### config.mk
export PLATFORM = sky130hd
export DESIGN_NAME = spirp_port
export DESIGN_NICKNAME = d
export VERILOG_FILES = /design/src/inc/spirp_pkg.sv /design/src/core/spirp_port.sv
export SDC_FILE = /design/constraint.sdc
export NUM_CORES = 1
export LEC_CHECK = 0
export ABC_AREA = 1
export BUFFER_PORTS_ARGS = -buffer_cell sky130_fd_sc_hd__buf_4
export CAP_MARGIN = 40
export CORE_MARGIN = 8
export CORE_UTILIZATION = 35
export CTS_BUF_LIST = sky130_fd_sc_hd__clkbuf_8
export DETAILED_ROUTE_END_ITERATION = 12
export PLACE_DENSITY = 0.49
export SLEW_MARGIN = 0
export SYNTH_ARGS = -nofsm -noshare
export SYNTH_HDL_FRONTEND = slang
export SYNTH_SLANG_ARGS = --single-unit
export TNS_END_PERCENT = 10
### constraint.sdc
create_clock -name clk -period 4.31 [get_ports clk]
set_input_delay 0.862 -clock clk [delete_from_list [all_inputs] [get_ports clk]]
set_output_delay 0.862 -clock clk [all_outputs]
set_load 0.005 [all_outputs]
### src/inc/spirp_pkg.sv
// Purpose: shared constants and types for the serial register port
// Assumes: byte-wide register map held outside the port
// Notes: no time counts are needed; the sck ceiling is kept for reference
package spirp_pkg;
    localparam int unsigned      WORD_BITS   = 8;
    localparam int unsigned      RW_BIT      = 7;
    localparam int unsigned      CLK_HZ      = 40_000_000;
    localparam int unsigned      SCK_MAX_HZ  = 12_000_000;
    localparam logic [2:0]       CNT_RST     = 3'h0;
    localparam logic [2:0]       CNT_LAST    = 3'h7;
    localparam logic [7:0]       BYTE_RST    = 8'h00;
    localparam logic [7:0]       ADDR_STEP   = 8'h01;

    typedef enum logic [1:0] {
        SPIRP_IDLE = 2'b00,
        SPIRP_CMD  = 2'b01,
        SPIRP_ADDR = 2'b10,
        SPIRP_DATA = 2'b11
    } spirp_phase_t;

    typedef struct packed {
        logic       en;
        logic [7:0] addr;
        logic [7:0] data;
    } spirp_wr_t;

    typedef struct packed {
        logic         sck_s1;
        logic         sck_s2;
        logic         sck_d;
        logic         cs_s1;
        logic         cs_s2;
        logic         cs_d;
        logic         mosi_s1;
        logic         mosi_s2;
        logic         sd_s1;
        logic         sd_s2;
        logic         sd_d;
        spirp_phase_t phase;
        logic [2:0]   bit_cnt;
        logic [7:0]   shreg;
        logic         is_read;
        logic [7:0]   addr;
        logic [7:0]   tx;
        logic         miso;
        logic         miso_oe;
        spirp_wr_t    wr;
    } spirp_state_t;
endpackage : spirp_pkg

### src/core/spirp_port.sv
// Purpose: serial target port giving a host byte access to a register map
// Assumes: sck, cs_n, mosi, shutdown_n asynchronous to clk; sck well below clk/3
// Notes: register storage lives outside; rd_data must follow rd_addr within one clk
`timescale 1ns/10ps
`default_nettype none

// Behaviour
// RULE1: a falling chip select starts a new command frame.
// RULE2: the data input is sampled on each rising serial clock edge while chip select is low.
// RULE3: all words are eight bits, counted by a three-bit bit counter.
// RULE4: the host sends command byte, then address byte, then data bytes.
// RULE5: a command with a zero read bit makes every data byte a register write.
// RULE6: the host keeps the serial clock at or below 12 MHz.
// RULE7: on the eighth rising edge of each written byte the address pointer steps by one.
// RULE8: the step repeats for every further written byte in the frame.
// RULE9: a command with bit 7 set makes the frame a read.
// RULE10: after command and address, the addressed register is shifted out on the data output.
// RULE11: on the eighth rising edge of each read byte the address pointer steps by one.
// RULE12: any address may be read, its value coming from the register map.
// RULE13: a rising edge on the shutdown pin returns the port to idle.
// RULE14: the data output changes only after a falling serial clock edge.
// RULE15: chip select going high ends the frame, clears the count and releases the output.
module spirp_port (
    input  wire logic              clk,
    input  wire logic              srst,
    input  wire logic              sck,
    input  wire logic              cs_n,
    input  wire logic              mosi,
    input  wire logic              shutdown_n_pin,
    input  wire logic [7:0]        rd_data,
    output logic                   miso_o,
    output logic                   miso_oe,
    output logic [7:0]             rd_addr,
    output spirp_pkg::spirp_wr_t   wr
);
    spirp_pkg::spirp_state_t r;
    spirp_pkg::spirp_state_t r_nxt;

    logic sck_rise;
    logic sck_fall;
    logic cs_fell;
    logic cs_high;
    logic sd_rise;

    assign sck_rise = r.sck_s2 & ~r.sck_d;
    assign sck_fall = ~r.sck_s2 & r.sck_d;
    assign cs_fell  = ~r.cs_s2 & r.cs_d;
    assign cs_high  = r.cs_s2;
    assign sd_rise  = r.sd_s2 & ~r.sd_d;

    always_comb
    begin
        r_nxt         = r;
        r_nxt.sck_s1  = sck;
        r_nxt.sck_s2  = r.sck_s1;
        r_nxt.sck_d   = r.sck_s2;
        r_nxt.cs_s1   = cs_n;
        r_nxt.cs_s2   = r.cs_s1;
        r_nxt.cs_d    = r.cs_s2;
        r_nxt.mosi_s1 = mosi;
        r_nxt.mosi_s2 = r.mosi_s1;
        r_nxt.sd_s1   = shutdown_n_pin;
        r_nxt.sd_s2   = r.sd_s1;
        r_nxt.sd_d    = r.sd_s2;
        r_nxt.wr.en   = 1'b0;
        if (sd_rise || cs_high)
        begin
            // frame over or port reset
            r_nxt.phase   = spirp_pkg::SPIRP_IDLE;                     // RULE13
            r_nxt.bit_cnt = spirp_pkg::CNT_RST;                        // RULE15
            r_nxt.is_read = 1'b0;
            r_nxt.miso    = 1'b0;
            r_nxt.miso_oe = 1'b0;                                      // RULE15
        end
        else if (cs_fell)
        begin
            r_nxt.phase   = spirp_pkg::SPIRP_CMD;                      // RULE1
            r_nxt.bit_cnt = spirp_pkg::CNT_RST;
            r_nxt.is_read = 1'b0;
            r_nxt.miso_oe = 1'b1;
        end
        else if (r.phase != spirp_pkg::SPIRP_IDLE)
        begin
            if (sck_rise)
            begin
                r_nxt.shreg   = {r.shreg[6:0], r.mosi_s2};             // RULE2
                r_nxt.bit_cnt = r.bit_cnt + 3'h1;                      // RULE3
                if (r.bit_cnt == spirp_pkg::CNT_LAST)
                begin
                    case (r.phase)
                        spirp_pkg::SPIRP_CMD:
                        begin
                            r_nxt.is_read = r.shreg[spirp_pkg::RW_BIT - 1]; // RULE9
                            r_nxt.phase   = spirp_pkg::SPIRP_ADDR;     // RULE4
                        end
                        spirp_pkg::SPIRP_ADDR:
                        begin
                            r_nxt.addr  = {r.shreg[6:0], r.mosi_s2};
                            r_nxt.phase = spirp_pkg::SPIRP_DATA;
                        end
                        spirp_pkg::SPIRP_DATA:
                        begin
                            if (!r.is_read)
                            begin
                                r_nxt.wr.en   = 1'b1;                  // RULE5
                                r_nxt.wr.addr = r.addr;
                                r_nxt.wr.data = {r.shreg[6:0], r.mosi_s2};
                            end
                            r_nxt.addr = r.addr + spirp_pkg::ADDR_STEP; // RULE7 RULE8 RULE11
                        end
                        default:
                        begin
                            r_nxt.phase   = spirp_pkg::SPIRP_IDLE;
                            r_nxt.miso    = 1'b0;
                            r_nxt.miso_oe = 1'b0;
                        end
                    endcase
                end
            end
            else if (sck_fall && r.phase == spirp_pkg::SPIRP_DATA && r.is_read)
            begin
                if (r.bit_cnt == spirp_pkg::CNT_RST)
                begin
                    r_nxt.miso = rd_data[7];                           // RULE10 RULE12 RULE14
                    r_nxt.tx   = {rd_data[6:0], 1'b0};
                end
                else
                begin
                    r_nxt.miso = r.tx[7];                              // RULE14
                    r_nxt.tx   = {r.tx[6:0], 1'b0};
                end
            end
        end
    end

    always_ff @(posedge clk)
    begin
        if (srst)
        begin
            r         <= '0;
            r.cs_s1   <= 1'b1;
            r.cs_s2   <= 1'b1;
            r.cs_d    <= 1'b1;
            r.sd_s1   <= 1'b1;
            r.sd_s2   <= 1'b1;
            r.sd_d    <= 1'b1;
            r.phase   <= spirp_pkg::SPIRP_IDLE;
            r.addr    <= spirp_pkg::BYTE_RST;
        end
        else
        begin
            r <= r_nxt;
        end
    end

    assign miso_o  = r.miso;
    assign miso_oe = r.miso_oe;
    assign rd_addr = r.addr;                                           // RULE12
    assign wr      = r.wr;
endmodule : spirp_port
`default_nettype wire

# Word-level counts from Yosys, hierarchy flattened
# Cells that the tools add are included.
# op_classes
n_addsub,2
n_eq_ne,8
mux,18
bitwise_logic,15
n_reduce_logical,24
# ops
operator,count
two-way mux 48 bit,1
two-way mux 17 bit,2
two-way mux 9 bit,3
two-way mux 21 bit,1
AND reduction 4 bit,5
two-way mux 19 bit,1
two-way mux 18 bit,1
one-hot mux 8 bit (2 select lines),1
nonzero test 2 bit,6
NOT 1 bit,11
AND reduction 5 bit,2
adder 8 x 1 -> 8 bit (second input constant),1
two-way mux 8 bit,1
AND reduction 7 bit,1
OR reduction 7 bit,1
one-hot mux 2 bit (3 select lines),1
AND reduction 6 bit,1
OR reduction 3 bit,2
AND 1 bit,4
equality test 2 bit (second input constant),2
two-way mux 1 bit,4
two-way mux 4 bit,1
inequality test 2 x 1 -> 1 bit (second input constant),2
inequality test 2 bit (second input constant),2
9 further kinds,10
# word_totals
reg_bits,60
input_bits,14
out_inout_bits,27
word_cells,90

# Logic depth before layout (Yosys ltp)
# depth
ltp_word,8
depth_mapped,10
depth_no_buf,10

# Least setup slack after synthesis
# No wires, ideal clock.
# synth_timing
kind,input -> register
start,input port srst
end,register r[36] (netlist name)
setup_time_ns,0.065
t_arrival_ns,1.524
required_ns,4.245
setup_slack_ns,2.721
stages,5
path_buffers,2
path_cell_list,inv_1 -> buf_2 -> buf_1 -> o21ai_0 -> nor2_1
# synth_lines
element,line_no,source
"start, declared",spirp_port.sv:25,"input wire logic srst,"
"end signal, assigned",spirp_port.sv:152,r <= r_nxt;
"end, declared",spirp_port.sv:36,spirp_pkg::spirp_state_t r;

# Worst setup path after layout
# layout_timing
start,register r[48] (netlist name)
end,register r (netlist bit wr[2])
# layout_between
elab_chain_cells,2
word_cells_on_any_way,3
cone_classes,eq/ne (1); reduce/logical (2)
# layout_lines
element,line_no
equality test 2 bit or nonzero test 2 bit (tied branches),"spirp_port.sv:90, spirp_port.sv:82"
AND reduction 7 bit (no line) (*),n/a
# Mark *: on every way between the ends. The rest lies on a longest branch, timed or not.
# A chain may end at the register's enable or synchronous reset.

==> impl_metrics.csv <==
group,metric,value,unit
critical_path,crit_fanout,25,
yosys,ys_types,30,
pwr,ir_drop,0.0001786,V
critical_path,required,4.54,ns
yosys,synthTopCellsByArea,"dfxtp_1 (41%), nand2_1 (9.2%), nor2_1 (6.9%)",
cts,path_clk_slew,0.07,ns
detailed_routing,post_drt_wl_per_cell,12.85,um
cts,cts_tree,"built",
grt,grt_pass1_vias,2254,
critical_path,endpoint_kind,"register",
cts,cts.sink_count,58,
cts,cts_hold_repair.buffers,0,
critical_path,endpoint,"wr[2]",
floorplanning,rows,32,
critical_path,path_cells,"ha_1 -> nand2_2 -> nor3_4 -> buf_16 -> nand3_1 -> nand2_1 -> nor2_1",
yosys,synth_top_area_cell,"dfxtp_1",
cts,cts_resized,0,
timing,finalCriticalPeriod,1.953,ns
final_layout,mostFrequentLayoutCell,"nand2_1",
cts,post_cts_buffers,0,
pwr,p_total,1.132,mW
yosys,synth-seq-cells,58,
detailed_routing,final_antenna_net_count,0,
floorplanning,start_util,36.23,%
detailed_routing,viasPerCell,4.607,
timing,setup_tns,0,ns
critical_path,critPathKind,"register to register",
place,post-dp-hpwl,4.658,mm
flow_run,max-cap-violations,0,
critical_path,r2r-end,"wr[2]",
critical_path,cpPeakStageDelay,0.50,ns
timing,relSlewSlack,65.13,%
critical_path,rr_startpoint,"r[48]",
floorplanning,die_y,105.7,um
detailed_routing,totalWireLength,6.566,mm
final_layout,drive_above_1_share,17.60,%
final_layout,fin_util,41.67,%
detailed_routing,drcViolationCount,0,
critical_path,worstRegToRegCells,7,
cts,cts-root-buf,"clkbuf_8",
grt,antenna_found_initial,0,
critical_path,arrival,2.18,ns
final_layout,n_antenna_cell,0,
yosys,ys_seq_area_share,41.26,%
detailed_routing,first_pass_iters,4,
grt,grtUsageTotal,12.15,%
final_layout,layout_common_cells,"nand2_1 (69), dfxtp_1 (58), nor2_1 (52)",
grt,grt_max_degree,37,
cts,cts_max_path_buffers,2,
yosys,synth_top_area_share,41.26,%
yosys,syn_nets,411,
timing,setup_viol,0,
final_layout,syn2layout_area_growth,15.03,%
place,gp_congestion,0.8688,
critical_path,slowest_stage,"ha_1",
floorplanning,ioPinCount,41,
timing,slew_viol_final,0,
yosys,syn-cell-area,2814,um^2
detailed_routing,drtIter0Drc,114,
cts,htree_levels,3,
pwr,leakagePower,1.389,nW
timing,worst_slew_pin_slew,0.5230,ns
timing,period_share,45.31,%
yosys,syn_inst,389,
yosys,avgSynthCellArea,7.234,um^2
final_layout,nets,426,
timing,rsz0062_at_grt,"false",
hold_path,worstHoldStart,"r[59]",
floorplanning,core_area,7767,um^2
timing,hold_violations,0,
place,port_buffers,40,
cts,cts_made_buffers,9,
critical_path,r2r_slack,2.36,ns
floorplanning,die_x,105.7,um
timing,fmax,512.0,MHz
cts,clkLatencyLatePin,0.33,ns
critical_path,startpoint_type,"register",
pwr,powerDensity,349.7,nW/um^2
grt,overflow,0,
critical_path,crit_path_start,"r[48]",
timing,skew,0.008122,ns
hold_path,hold_path_class,"register to register",
yosys,synth_warnings,0,
grt,grt_pass1_wl,11.09,mm
detailed_routing,dr_total_vias,2354,
status,status,"finished clean",
floorplanning,dieArea,11170,um^2
[worst min-delay path by stage]
stage	to	slack, ns	depth (start not counted)
2_1_floorplan	r[52]	0.39	2
3_3_place_gp	r[50]	0.39	1
3_5_place_dp	r[50]	0.39	1
4_1_cts	r[58]	0.40	2
5_1_grt	r[52]	0.41	2
6_report	r[58]	0.40	2
[kinds of logic after synthesis]
| family | Yosys count | share of synthesized area (%) |
|---|---|---|
| AOI/OAI and AO/OA | 67 | 12.05 |
| buffers and inverters | 83 | 15.34 |
| DFF | 58 | 41.26 |
| and+or+nand+nor | 172 | 27.44 |
| adders and majority gates | 8 | 3.557 |
| muxes | 1 | 0.3557 |
[layout make-up]
type                            count  area (um^2)
Timing Repair Buffer               43        342.8
Fill cell                         836         4531
Clock inverter                      6        81.33
Inverter                           44        165.2
Clock buffer                       10        137.6
Tap cell                          102        127.6
Multi-Input combinational cell    248         1221
Sequential cell                    58         1161
[routing by layer]
layer  vias to the layer above  GRT usage, %  routed length (um)
met5                         -             0                   0
met4                         0         6.231                 158
met3                        14         3.776                 421
met2                        56         17.43                2771
met1                      1032         15.95                3214
li1                       1252             -                   -
[registers in the layout, summed over array words and instances, names as in the netlist]
register  flops
cs_high       1
miso_o        1
miso_oe       1
r            30
rd_addr       8
wr           17
[where the power goes]
part	total, mW	internal (mW)	switching, mW
Clock	0.552	0.337	0.215
Combinational	0.0374	0.0173	0.0201
Sequential	0.542	0.540	0.00194
[critical path: cells and delay by family (launching register included)]
kind / cells / cell delay, ns
flip-flops: 1 / 0.36
buffers and inverters: 1 / 0.22
adder cells (fa/ha/maj): 1 / 0.50
AND/OR/NAND/NOR: 5 / 0.77
[cell usage after synthesis, drive strengths merged]
master,n
ha,8
nand2,71
nand4,3
clkinv,2
a21oi,34
mux2i,1
dfxtp,58
inv,42
nor3,3
nand3b,4
nor4,1
o22ai,2
nor2,55
or2,5
clkbuf,5
buf,34
o21ai,30
a31oi,1
nand3,30
[through the flow]
stage | cells | hold WS, ns | instance area, um^2 | setup slack (ns)
6_report | 511 | 0.4023 | 3237 | 2.357
5_1_grt | 511 | 0.4104 | 3237 | 2.172
4_1_cts | 511 | 0.4045 | 3237 | 2.349
3_5_place_dp | 495 | 0.3932 | 3018 | 2.367
3_3_place_gp | 494 | 0.3905 | 2990 | 1.985
2_1_floorplan | 389 | 0.3883 | 2814 | 2.721
No activity file was read; power rests on OpenSTA's default activity.
